$ cat config.mk
export PLATFORM = sky130hd
export DESIGN_NAME = sram_page_select
export DESIGN_NICKNAME = d
export VERILOG_FILES = /design/src/page_select_pkg.sv /design/src/sram_page_select.sv
export SDC_FILE = /design/constraint.sdc
export NUM_CORES = 1
export LEC_CHECK = 0
export BUFFER_PORTS_ARGS = -buffer_cell sky130_fd_sc_hd__buf_4
export CORE_MARGIN = 2
export CORE_UTILIZATION = 45
export CTS_CLUSTER_SIZE = 25
export DETAILED_ROUTE_END_ITERATION = 10
export HOLD_SLACK_MARGIN = 0.02
export PLACE_DENSITY = 0.66
export SLEW_MARGIN = 0
export SYNTH_ARGS = -nofsm -noshare
export SYNTH_HDL_FRONTEND = slang
export SYNTH_SLANG_ARGS = --single-unit
$ cat constraint.sdc
create_clock -name clk_i -period 2.7 [get_ports clk_i]
set_input_delay 0.54 -clock clk_i [delete_from_list [all_inputs] [get_ports clk_i]]
set_output_delay 0.54 -clock clk_i [all_outputs]
set_load 0.02 [all_outputs]
$ cat src/page_select_pkg.sv
// Package with register map, field layout, reset values and access classes for page selection
package page_select_pkg;

   // Register offsets (byte addresses on the register bus)
   localparam logic [7:0] CUR_PAGE_OFFS = 8'hd0;
   localparam logic [7:0] STK_PAGE_OFFS = 8'hd1;
   localparam logic [7:0] IDX_PAGE_OFFS = 8'hd3;
   localparam logic [7:0] MOVE_RD_OFFS = 8'hd4;
   localparam logic [7:0] MOVE_WR_OFFS = 8'hd5;
   localparam logic [7:0] SCRATCH_OFFS = 8'h60;
   localparam logic [7:0] FLAGS_OFFS = 8'hd8;
   localparam logic [7:0] STATUS_OFFS = 8'hd9;

   // Field layout
   localparam int PAGE_W = 3;
   localparam int PAGE_LSB = 0;
   localparam int MODE_LSB = 6;
   localparam int MODE_W = 2;
   localparam int INPAGE_W = 8;
   localparam int SCRATCH_N = 4;

   // Reset values
   localparam logic [7:0] PP_RESET = 8'h00;
   localparam logic [7:0] SCRATCH_RESET = 8'h00;
   localparam logic [7:0] FLAGS_RESET = 8'h00;

   // Page mode encodings
   localparam logic [1:0] MODE_SINGLE = 2'h0;
   localparam logic [1:0] MODE_SVC_STACK = 2'h1;
   localparam logic [1:0] MODE_INDEX = 2'h2;
   localparam logic [1:0] MODE_STACK_IDX = 2'h3;

   // Access classes presented by the execution unit
   typedef enum logic [2:0] {
      ACC_NORMAL = 3'h0,
      ACC_INDEXED = 3'h1,
      ACC_STACK = 3'h2,
      ACC_MOVE_READ = 3'h3,
      ACC_MOVE_WRITE = 3'h4,
      ACC_REG_INDEXED = 3'h5
   } access_class_t;

endpackage : page_select_pkg

$ cat src/sram_page_select.sv
// Page selection logic with Wishbone register slave
//
// Decided for this implementation: register access over Wishbone.
`timescale 1ns/100ps
// What this block does
// - Mode 00b: normal and indexed use page 0
// - Mode 01b: indexed uses stack page pointer
// - Mode 10b: indexed uses index page pointer
// - Mode 11b: indexed uses stack page pointer
// - Current pointer applies only in modes 10b/11b
// - Current pointer never steers indexed or stack
// - Move pointer byte in current page, data elsewhere
// - Move read data page from move-read pointer
// - Move write data page from move-write pointer
// - Move pointers apply in every page mode
// - Stack uses stack pointer page, immediately effective
// - Reset clears the stack page pointer
// - Reset clears the page mode field
// - Interrupt entry clears flags; return restores them
// - Page pointers hold a full byte; the low three bits give the page number
// - Four scratch registers, bank and page independent
// - Register-space indexed accesses ignore paging
// - Stack pointer wraps within one page
module sram_page_select #(
   // Width of a page number
   parameter int PAGE_W = page_select_pkg::PAGE_W
) (
   // Clock and synchronous reset
   input wire logic clk_i,
   input wire logic rst_i,
   // Wishbone classic slave
   input wire logic cyc_i,
   input wire logic stb_i,
   input wire logic we_i,
   input wire logic [7:0] adr_i,
   input wire logic [7:0] dat_i,
   input wire logic sel_i,
   output logic [7:0] dat_o,
   output logic ack_o,
   // Access request from the execution unit
   input wire logic acc_valid_i,
   input wire logic [2:0] acc_class_i,
   input wire logic move_data_phase_i,
   input wire logic [7:0] acc_addr_i,
   // Stack pointer step from the execution unit
   input wire logic stack_push_i,
   input wire logic stack_pop_i,
   // Interrupt entry and return events
   input wire logic irq_entry_i,
   input wire logic irq_return_i,
   input wire logic [7:0] irq_return_flags_i,
   // Results
   output logic [PAGE_W+7:0] sram_addr_o,
   output logic sram_en_o,
   output logic [PAGE_W-1:0] sram_page_o,
   output logic [7:0] pushed_flags_o,
   output logic [7:0] stack_ptr_o
);

   // Software registers
   logic [7:0] cur_page_q; // Page for normal accesses
   logic [7:0] stk_page_q; // Page for the stack
   logic [7:0] idx_page_q; // Page for indexed accesses in mode 10b
   logic [7:0] move_rd_page_q; // Data page of a move into the accumulator
   logic [7:0] move_wr_page_q; // Data page of a move out of the accumulator
   logic [7:0] flags_q; // Flags, page mode in the top bits
   logic [7:0] scratch_q [page_select_pkg::SCRATCH_N]; // Free scratch bytes

   // Stack pointer
   logic [7:0] stack_ptr_q; // In-page stack offset

   // Bus acknowledge and read data
   logic ack_q; // One-cycle acknowledge
   logic [7:0] rdat_q; // Registered read data

   // Decode helpers
   logic wr_take; // Bus write accepted this cycle
   logic rd_take; // Bus read accepted this cycle
   logic [1:0] mode; // Page mode field
   logic [PAGE_W-1:0] page_d; // Page chosen for this access
   logic [PAGE_W-1:0] page_q; // Page of the last access
   logic [7:0] addr_q; // In-page byte of the last access
   logic en_q; // SRAM enable of the last access
   logic [7:0] status_rd; // Status byte for reads

   // A write or read is taken in the cycle before ack rises
   assign wr_take = cyc_i && stb_i && we_i && sel_i && !ack_q;
   assign rd_take = cyc_i && stb_i && !we_i && !ack_q;

   // Page mode field lives in the top flag bits
   assign mode = flags_q[page_select_pkg::MODE_LSB +: page_select_pkg::MODE_W];

   // Ack one cycle after the strobe, dropped the next cycle
   always_ff @(posedge clk_i) begin
      if (rst_i) begin
         ack_q <= 1'b0;
      end else begin
         // Blocking on ack_q keeps a held strobe from acking two cycles in a row
         ack_q <= cyc_i && stb_i && !ack_q;
      end
   end

   // Page pointer registers
   always_ff @(posedge clk_i) begin
      if (rst_i) begin
         cur_page_q <= page_select_pkg::PP_RESET;
         stk_page_q <= page_select_pkg::PP_RESET;
         idx_page_q <= page_select_pkg::PP_RESET;
         move_rd_page_q <= page_select_pkg::PP_RESET;
         move_wr_page_q <= page_select_pkg::PP_RESET;
      end else if (wr_take) begin
         // Full byte is stored; only low bits steer paging
         case (adr_i)
            page_select_pkg::CUR_PAGE_OFFS: cur_page_q <= dat_i;
            page_select_pkg::STK_PAGE_OFFS: stk_page_q <= dat_i;
            page_select_pkg::IDX_PAGE_OFFS: idx_page_q <= dat_i;
            page_select_pkg::MOVE_RD_OFFS: move_rd_page_q <= dat_i;
            page_select_pkg::MOVE_WR_OFFS: move_wr_page_q <= dat_i;
            default: begin
               // Other addresses leave the pointers alone
            end
         endcase
      end
   end

   // Scratch registers, reachable at any bank, no paging involved
   for (genvar g = 0; g < page_select_pkg::SCRATCH_N; g++) begin : g_scratch
      always_ff @(posedge clk_i) begin
         if (rst_i) begin
            scratch_q[g] <= page_select_pkg::SCRATCH_RESET;
         end else if (wr_take && adr_i == (page_select_pkg::SCRATCH_OFFS | 8'(g))) begin
            scratch_q[g] <= dat_i;
         end
      end
   end

   // Flags register: interrupt entry clears, return restores
   always_ff @(posedge clk_i) begin
      if (rst_i) begin
         flags_q <= page_select_pkg::FLAGS_RESET;
      end else if (irq_entry_i) begin
         flags_q <= page_select_pkg::FLAGS_RESET;
      end else if (irq_return_i) begin
         // Return brings back the pushed flags, so the old mode
         flags_q <= irq_return_flags_i;
      end else if (wr_take && adr_i == page_select_pkg::FLAGS_OFFS) begin
         flags_q <= dat_i;
      end
   end

   // Copy of flags captured for the stack push on interrupt entry
   always_ff @(posedge clk_i) begin
      if (rst_i) begin
         pushed_flags_o <= page_select_pkg::FLAGS_RESET;
      end else if (irq_entry_i) begin
         pushed_flags_o <= flags_q;
      end
   end

   // Stack pointer, eight bits, wraps inside the page
   // The carry is dropped on purpose so the stack never leaves its page
   always_ff @(posedge clk_i) begin
      if (rst_i) begin
         stack_ptr_q <= 8'h00;
      end else if (stack_push_i && !stack_pop_i) begin
         stack_ptr_q <= stack_ptr_q + 8'h01;
      end else if (stack_pop_i && !stack_push_i) begin
         stack_ptr_q <= stack_ptr_q - 8'h01;
      end
   end
   assign stack_ptr_o = stack_ptr_q;

   // Page selection per access class
   always_comb begin
      page_d = '0;
      case (acc_class_i)
         page_select_pkg::ACC_NORMAL: begin
            // Current pointer only when the upper mode bit is set
            if (mode[1]) begin
               page_d = cur_page_q[PAGE_W-1:0];
            end else begin
               page_d = '0;
            end
         end
         page_select_pkg::ACC_INDEXED: begin
            // Current pointer never consulted here
            case (mode)
               page_select_pkg::MODE_SINGLE: page_d = '0;
               page_select_pkg::MODE_SVC_STACK: page_d = stk_page_q[PAGE_W-1:0];
               page_select_pkg::MODE_INDEX: page_d = idx_page_q[PAGE_W-1:0];
               page_select_pkg::MODE_STACK_IDX: page_d = stk_page_q[PAGE_W-1:0];
               default: page_d = '0;
            endcase
         end
         page_select_pkg::ACC_STACK: begin
            // Live register value, so a new write applies at once
            page_d = stk_page_q[PAGE_W-1:0];
         end
         page_select_pkg::ACC_MOVE_READ: begin
            // Pointer byte in the current page, data via move pointer
            if (move_data_phase_i) begin
               page_d = move_rd_page_q[PAGE_W-1:0];
            end else if (mode[1]) begin
               page_d = cur_page_q[PAGE_W-1:0];
            end else begin
               page_d = '0;
            end
         end
         page_select_pkg::ACC_MOVE_WRITE: begin
            // Same pointer phases, data via the write pointer
            if (move_data_phase_i) begin
               page_d = move_wr_page_q[PAGE_W-1:0];
            end else if (mode[1]) begin
               page_d = cur_page_q[PAGE_W-1:0];
            end else begin
               page_d = '0;
            end
         end
         default: begin
            // Register-space indexed and unknown classes: no paging
            page_d = '0;
         end
      endcase
   end

   // Registered SRAM address, page above in-page byte
   always_ff @(posedge clk_i) begin
      if (rst_i) begin
         page_q <= '0;
         addr_q <= 8'h00;
         en_q <= 1'b0;
      end else begin
         page_q <= page_d;
         addr_q <= acc_addr_i;
         en_q <= acc_valid_i && (acc_class_i != page_select_pkg::ACC_REG_INDEXED);
      end
   end
   assign sram_addr_o = {page_q, addr_q};
   assign sram_page_o = page_q;
   assign sram_en_o = en_q;

   // Status: page that the last access used and current mode
   assign status_rd = {mode, 3'h0, 3'(page_q)};

   // Read data mux, registered with ack
   always_ff @(posedge clk_i) begin
      if (rst_i) begin
         rdat_q <= 8'h00;
      end else if (rd_take) begin
         case (adr_i)
            page_select_pkg::CUR_PAGE_OFFS: rdat_q <= cur_page_q;
            page_select_pkg::STK_PAGE_OFFS: rdat_q <= stk_page_q;
            page_select_pkg::IDX_PAGE_OFFS: rdat_q <= idx_page_q;
            page_select_pkg::MOVE_RD_OFFS: rdat_q <= move_rd_page_q;
            page_select_pkg::MOVE_WR_OFFS: rdat_q <= move_wr_page_q;
            page_select_pkg::FLAGS_OFFS: rdat_q <= flags_q;
            page_select_pkg::STATUS_OFFS: rdat_q <= status_rd;
            page_select_pkg::SCRATCH_OFFS: rdat_q <= scratch_q[0];
            page_select_pkg::SCRATCH_OFFS | 8'h01: rdat_q <= scratch_q[1];
            page_select_pkg::SCRATCH_OFFS | 8'h02: rdat_q <= scratch_q[2];
            page_select_pkg::SCRATCH_OFFS | 8'h03: rdat_q <= scratch_q[3];
            // Unmapped reads return zero
            default: rdat_q <= 8'h00;
         endcase
      end
   end
   assign dat_o = rdat_q;
   assign ack_o = ack_q;

   // Assertions: page chosen per mode and class, one cycle later
   AST_MODE0_NORMAL: assert property (@(posedge clk_i) disable iff (rst_i)
      (acc_class_i == 3'h0 && mode == 2'h0) |=> sram_page_o == '0)
      else $error("normal access not on page 0 in mode 00");
   AST_MODE1_IDX: assert property (@(posedge clk_i) disable iff (rst_i)
      (acc_class_i == 3'h1 && mode == 2'h1) |=> sram_page_o == $past(stk_page_q[PAGE_W-1:0]))
      else $error("mode 01 indexed page wrong");
   AST_MODE2_IDX: assert property (@(posedge clk_i) disable iff (rst_i)
      (acc_class_i == 3'h1 && mode == 2'h2) |=> sram_page_o == $past(idx_page_q[PAGE_W-1:0]))
      else $error("mode 10 indexed page wrong");
   AST_MODE3_IDX: assert property (@(posedge clk_i) disable iff (rst_i)
      (acc_class_i == 3'h1 && mode == 2'h3) |=> sram_page_o == $past(stk_page_q[PAGE_W-1:0]))
      else $error("mode 11 indexed page wrong");
   AST_CUR_NORMAL: assert property (@(posedge clk_i) disable iff (rst_i)
      (acc_class_i == 3'h0 && mode[1]) |=> sram_page_o == $past(cur_page_q[PAGE_W-1:0]))
      else $error("normal access ignores current pointer");
   AST_STACK_PAGE: assert property (@(posedge clk_i) disable iff (rst_i)
      (acc_class_i == 3'h2) |=> sram_page_o == $past(stk_page_q[PAGE_W-1:0]))
      else $error("stack access page wrong");

   // Move phases: pointer byte in the current page, data elsewhere
   AST_MOVE_RD_DATA: assert property (@(posedge clk_i) disable iff (rst_i)
      (acc_class_i == 3'h3 && move_data_phase_i)
      |=> sram_page_o == $past(move_rd_page_q[PAGE_W-1:0]))
      else $error("move read data page wrong");
   AST_MOVE_WR_DATA: assert property (@(posedge clk_i) disable iff (rst_i)
      (acc_class_i == 3'h4 && move_data_phase_i)
      |=> sram_page_o == $past(move_wr_page_q[PAGE_W-1:0]))
      else $error("move write data page wrong");
   AST_MOVE_PTR_PAGE0: assert property (@(posedge clk_i) disable iff (rst_i)
      ((acc_class_i == 3'h3 || acc_class_i == 3'h4) && !move_data_phase_i && !mode[1])
      |=> sram_page_o == '0)
      else $error("move pointer byte left page 0");

   // Register-space accesses never reach the SRAM
   AST_REG_IDX_OFF: assert property (@(posedge clk_i) disable iff (rst_i)
      (acc_class_i == 3'h5) |=> !sram_en_o)
      else $error("register-space access enabled the memory");
   AST_EN_FOLLOWS: assert property (@(posedge clk_i) disable iff (rst_i)
      (acc_valid_i && acc_class_i != 3'h5) |=> sram_en_o)
      else $error("memory access not enabled");
   AST_ADDR_LOW: assert property (@(posedge clk_i) disable iff (rst_i)
      acc_valid_i |=> sram_addr_o[7:0] == $past(acc_addr_i))
      else $error("in-page address not carried");

   // Interrupt entry and return of the flags
   AST_IRQ_CLEAR: assert property (@(posedge clk_i) disable iff (rst_i)
      irq_entry_i |=> (mode == 2'h0 && pushed_flags_o == $past(flags_q)))
      else $error("interrupt entry did not clear flags");
   AST_IRQ_RETURN: assert property (@(posedge clk_i) disable iff (rst_i)
      (irq_return_i && !irq_entry_i) |=> flags_q == $past(irq_return_flags_i))
      else $error("return did not restore flags");

   // Stack pointer wraps both ways inside its page
   AST_STACK_WRAP: assert property (@(posedge clk_i) disable iff (rst_i)
      (stack_push_i && !stack_pop_i && stack_ptr_q == 8'hff) |=> stack_ptr_q == 8'h00)
      else $error("stack pointer did not wrap");
   AST_STACK_WRAP_DOWN: assert property (@(posedge clk_i) disable iff (rst_i)
      (stack_pop_i && !stack_push_i && stack_ptr_q == 8'h00) |=> stack_ptr_q == 8'hff)
      else $error("stack pointer did not wrap downward");

   // Bus handshake: one answer per request, one cycle long
   AST_ACK_PULSE: assert property (@(posedge clk_i) disable iff (rst_i)
      ack_o |=> !ack_o)
      else $error("ack held longer than one cycle");
   AST_ACK_ANSWER: assert property (@(posedge clk_i) disable iff (rst_i)
      (cyc_i && stb_i && !ack_o) |=> ack_o)
      else $error("request not acknowledged");

   // Main scenarios reached
   COV_MODE2: cover property (@(posedge clk_i) disable iff (rst_i)
      acc_class_i == 3'h1 && mode == 2'h2);
   COV_IRQ_RETURN: cover property (@(posedge clk_i) disable iff (rst_i)
      irq_entry_i ##[1:20] irq_return_i);
   COV_MOVE: cover property (@(posedge clk_i) disable iff (rst_i)
      acc_class_i == 3'h3 && move_data_phase_i);
   COV_WRAP: cover property (@(posedge clk_i) disable iff (rst_i)
      stack_pop_i && stack_ptr_q == 8'h00);

endmodule : sram_page_select

# Word level (Yosys, flattened, before mapping)

Memory sizes are Yosys's and may differ from the RTL's.
Index checks and enable logic that the tools add are counted.

Equal/unequal tests: 19
Bitwise logic cells: 4
Add/subtract/negate cells: 2
Mux-type cells: 28
Reduce and logical (&&, ||, !) cells: 30

Operators with widths:

| operator                                                               | number |
|---|---|
| 8-bit one-hot mux with 11 select lines                                 | 1 |
| 8-bit two-way mux                                                      | 8 |
| 8-bit equality test (second input constant)                            | 7 |
| 8-bit by 7-bit equality test with 1-bit output (second input constant) | 4 |
| 1-bit logical AND                                                      | 15 |
| 3-bit one-hot mux with 5 select lines                                  | 1 |
| 1-bit two-way mux                                                      | 14 |
| 2-bit AND reduction                                                    | 5 |
| 3-bit two-way mux                                                      | 3 |
| 3-bit one-hot mux with 3 select lines                                  | 1 |
| 8-bit by 1-bit adder with 8-bit output (second input constant)         | 1 |
| 8-bit by 1-bit subtractor with 8-bit output (second input constant)    | 1 |
| 3-bit by 2-bit equality test with 1-bit output (second input constant) | 2 |
| 2-bit equality test (second input constant)                            | 2 |
| 1-bit logical NOT                                                      | 4 |
| 1-bit bitwise OR                                                       | 4 |
| 2-bit nonzero test                                                     | 2 |
| 2-bit OR reduction                                                     | 2 |
| 3-bit by 1-bit equality test with 1-bit output (second input constant) | 1 |
| 3-bit equality test (second input constant)                            | 1 |
| 3-bit logical NOT                                                      | 1 |
| 3-bit != test (second input constant)                                  | 1 |
| 2-bit by 1-bit equality test with 1-bit output (second input constant) | 1 |
| 2-bit logical NOT                                                      | 1 |

Memories: 1
Flip-flop bits (word level): 85
Logic and storage cells: 97
RAM bits: 32

Memory list:

| memory    | depth | bits a word | rd ports | clocked after Yosys merged registers in | wr ports | RTL line               | source |
|---|---|---|---|---|---|---|---|
| scratch_q | 4     | 8           | 4        | 0                                       | 4        | sram_page_select.sv:67 | `logic [7:0] scratch_q [page_select_pkg::SCRATCH_N];` |

# Longest topological paths before layout

Word-level depth: 9
Gate-level depth with buffers: 9
Mapped depth without buffers: 9

# Worst setup path after synthesis

OpenSTA, ideal clock, no wires.

Path kind: input -> register
Start: in stack_pop_i
End: reg stack_ptr_q[7], in the netlist stack_ptr_o[7]
Setup slack: 0.338 ns
Data required time: 2.579 ns
Arrival time: 2.242 ns
Cell stages on the path: 8
Setup time: 0.121 ns
Buffers on the path: 0
Cells stage by stage: inv_1 -> ha_1 -> inv_1 -> ha_1 -> or4_1 -> o22ai_1 -> mux2i_1 -> mux2_2

Longest elaborated chain between the ends: 3

Ends and longest elaborated chain:

| item                                                    | RTL line                | source |
|---|---|---|
| start: declaration                                      | sram_page_select.sv:47  | `input wire logic stack_pop_i,` |
| 1-bit logical NOT                                       | sram_page_select.sv:165 | `end else if (stack_push_i && !stack_pop_i) begin` |
| 1-bit logical AND                                       | sram_page_select.sv:165 |  |
| 8-bit two-way mux or 2-bit nonzero test (tied branches) | n/a                     |  |
| end signal: assignment                                  | sram_page_select.sv:166 | `stack_ptr_q <= stack_ptr_q + 8'h01;` |
| end signal: assignment                                  | sram_page_select.sv:168 | `stack_ptr_q <= stack_ptr_q - 8'h01;` |
| end: declaration                                        | sram_page_select.sv:70  | `logic [7:0] stack_ptr_q;` |

Parallel ways exist; a longest one is shown, timed or not.
A chain may end at the register's enable or synchronous reset.

# Worst setup path in the final report

Same ends and word-level chain as after synthesis.

==> impl_metrics.csv <==
group,metric,value,unit
cells_and_area,final_core_util,55.8,%
die,core,12500,sq um
timing,finalHoldViolCount,0,
routing,vias,4630,
logic_synthesis,synth-seq-cells,117,
die,rows,41,
cells_and_area,layout-drive-gt1-share,22.2,%
logic_synthesis,yosys_most_used_dff,"dfxtp_1",
setup_path,slowest_delay,0.51,ns
routing,route.detailed.drc,0,
routing,wire_per_inst,18.5,um
cells_and_area,diodes,0,
cells_and_area,syn_to_final_growth,22.3,%
clocking,cts_buffer_depth,2,
logic_synthesis,syn-num-nets,629,
cells_and_area,fin_cells,831,
logic_synthesis,synth-edff-count,32,
clocking,cts_tree,"yes",
placed_design,dpl.hpwl,10.9,mm
clocking,post_cts_buffers,0,
logic_synthesis,yosysTopAreaCell,"dfxtp_1",
die,dieWidth,116,um
logic_synthesis,synth.cell_area,5690,sq um
routing,wl,15.4,mm
clocking,clkSinkCount,117,
timing,tightest_slew,0.526,ns
die,fp.dieH,116,um
setup_path,worstPathRequired,3.00,ns
placed_design,place_ws,0.0405,ns
logic_synthesis,netlist_instances,574,
timing,fin_crit_sh,83.4,%
logic_synthesis,yosys.cell_types.count,60,
timing,max_freq,0.444,GHz
cells_and_area,layout.nets,702,
logic_synthesis,ys_seq_area_share,46.8,%
logic_synthesis,synthArstFlopShare,0,%
timing,slew_violations,0,
clocking,insertion_delay,0.41,ns
timing,relSlewSlack,64.7,%
clocking,holdBufCountCts,0,
global_routing,grt_max_degree,48,
global_routing,grt_pass1_vias,4371,
setup_path,cp_slowest_cell,"or4_1",
power,ir_worst_vdd,476,uV
timing,finalSetupViolCount,0,
setup_path,arrival,2.55,ns
power,leakagePower,2.84,nW
timing,setup-tns-final,0,ns
logic_synthesis,syn_area_per_cell,9.90,sq um
clocking,root_buffer,"clkbuf_16",
routing,viasPerCell,5.57,
placed_design,dp_cells,800,
routing,firstDrtPassIters,5,
setup_path,worst_setup_path_end_kind,"flop",
logic_synthesis,synth_commonest_cells,"dfxtp_1, nor2_1, mux2i_1",
timing,hold_ws,0.338,ns
timing,min_period,2.25,ns
setup_path,path_class,"in2reg",
setup_path,cp-start-kind,"input pin",
clocking,h-tree-depth,4,
setup_path,worst-path-max-fanout,8,
setup_path,crit_chain,"buf_4 -> inv_1 -> ha_1 -> inv_1 -> ha_1 -> or4_1 -> o22ai_1 -> mux2i_1 -> mux2_2",
clocking,clkTransAtPathRegs,0.05,ns
global_routing,grt.overflow.total,0,
global_routing,antenna_found_initial,0,
power,cellPowerDensity,661,nW/um^2
hold_path,hold_class,"in2reg",
die,die_area,13500,sq um
placed_design,place_congestion,0.963,
timing,timing.final.ws_setup,0.449,ns
clocking,cts_resized,0,
outcome,outcome,"finished clean",
timing,rsz0062_at_grt,"no",
global_routing,grt.total_usage,24.1,%
routing,ant_nets,0,
global_routing,grt_pass1_wl,24.2,mm
die,io_pins,87,
clocking,numCtsBuffers,17,
timing,skew,0.00480,ns
die,initial_core_util,45.6,%
job,maxCapViolCount,0,
logic_synthesis,yosysMostFrequentCell,"dfxtp_1",
routing,drt_iter0_markers,291,
cells_and_area,fillers,1116,
logic_synthesis,ys_top_cells_by_area,"dfxtp_1, edfxtp_1, mux2i_1",
logic_synthesis,ys_warn_count,0,
placed_design,io_buffers,86,
logic_synthesis,synth_top_cell_area_share,29.9,%
per-stage QoR:
step	total power, mW	instance area [sq um]
after floorplan	2.35	5690
after global placement	2.55	6410
after detailed placement	2.58	6410
after CTS	4.62	6950
after global routing	4.77	6950
final	4.59	6950
cells by family after synthesis:
| kind of cell | after synthesis | synth area share, % |
|---|---|---|
| DFF | 117 | 46.8 |
| and+or+nand+nor | 220 | 19.8 |
| buffers and inverters | 50 | 4.42 |
| adders and majority gates | 8 | 1.89 |
| muxes | 59 | 10.4 |
| AOI/OAI and AO/OA | 117 | 16.2 |
| xor gates and xnor gates | 3 | 0.462 |
per-layer routing:
layer | up-vias | global-route usage [%] | wire length (um)
met4 | 0 | 10.2 | 378
met2 | 177 | 37.1 | 7160
met1 | 2197 | 32.6 | 6780
met5 | - | 0 | 0
li1 | 2226 | - | -
met3 | 30 | 5.66 | 1080
placed cells by master (no fill, tap or decap), types with 5 or more instances in the layout:
master and n:
buf_4 98, dfxtp_1 85, nor2_1 76, mux2i_1 58, nand2_1 43, and2_1 34, edfxtp_1 32, a21oi_1 21
a22oi_1 19, clkbuf_16 18, nor2b_1 14, a311oi_1 9, o21ai_0 9, a21o_1 8, a2111oi_2 8, nor3_1 7
nand2b_1 7, a32o_1 7, ha_1 7, inv_1 6, a22o_1 6, nand3_1 5, nand4_1 5, a211oi_1 5
o22ai_1 5, clkbuf_1 5
final cells by class:
class                      count  area [sq um]  area share (%)
sequential                   117          2660            38.3
timing repair buffer          98           736            10.6
inverter                       6          22.5           0.324
multi-input combinational    407          2770            39.9
clock buffer                  27           524            7.54
tap                          172           215            3.10
clock inverter                 4          20.0           0.288
worst max-delay path, delay by kind of cell:
family,cells,cell delay (ns)
muxes,2,0.57
and+or+nand+nor,1,0.51
adders and majority gates,2,0.43
buffers and inverters,3,0.31
AOI/OAI and AO/OA,1,0.21
path summary, 6_finish.rpt:
check                               startpoint              to  slack (ns)  depth (start not counted)
worst max-delay path               stack_pop_i  stack_ptr_o[7]        0.45                          9
worst min-delay path             acc_addr_i[5]       addr_q[5]        0.34                          2
worst max register to register  stack_ptr_o[5]  stack_ptr_o[7]        0.72                          5
worst min register to register   cur_page_q[4]   cur_page_q[4]        0.45                          2
power breakdown:
group / internal (mW) / switching (mW) / total [mW]
clock: 1.31 / 0.732 / 2.04
sequential: 1.87 / 0.0500 / 1.92
combinational: 0.271 / 0.357 / 0.628
total: 3.45 / 1.14 / 4.59
state kept, by name, summed over array words and instances (netlist names):
register and cells:
ack_o 1, addr_q 8, cur_page_q 8, dat_o 8, flags_q 8, idx_page_q 8
move_rd_page_q 8, move_wr_page_q 8, pushed_flags_o 8, scratch_q 32, sram_en_o 1, sram_page_o 3
stack_ptr_o 8, stk_page_q 8
No activity file was read; power rests on OpenSTA's default activity.
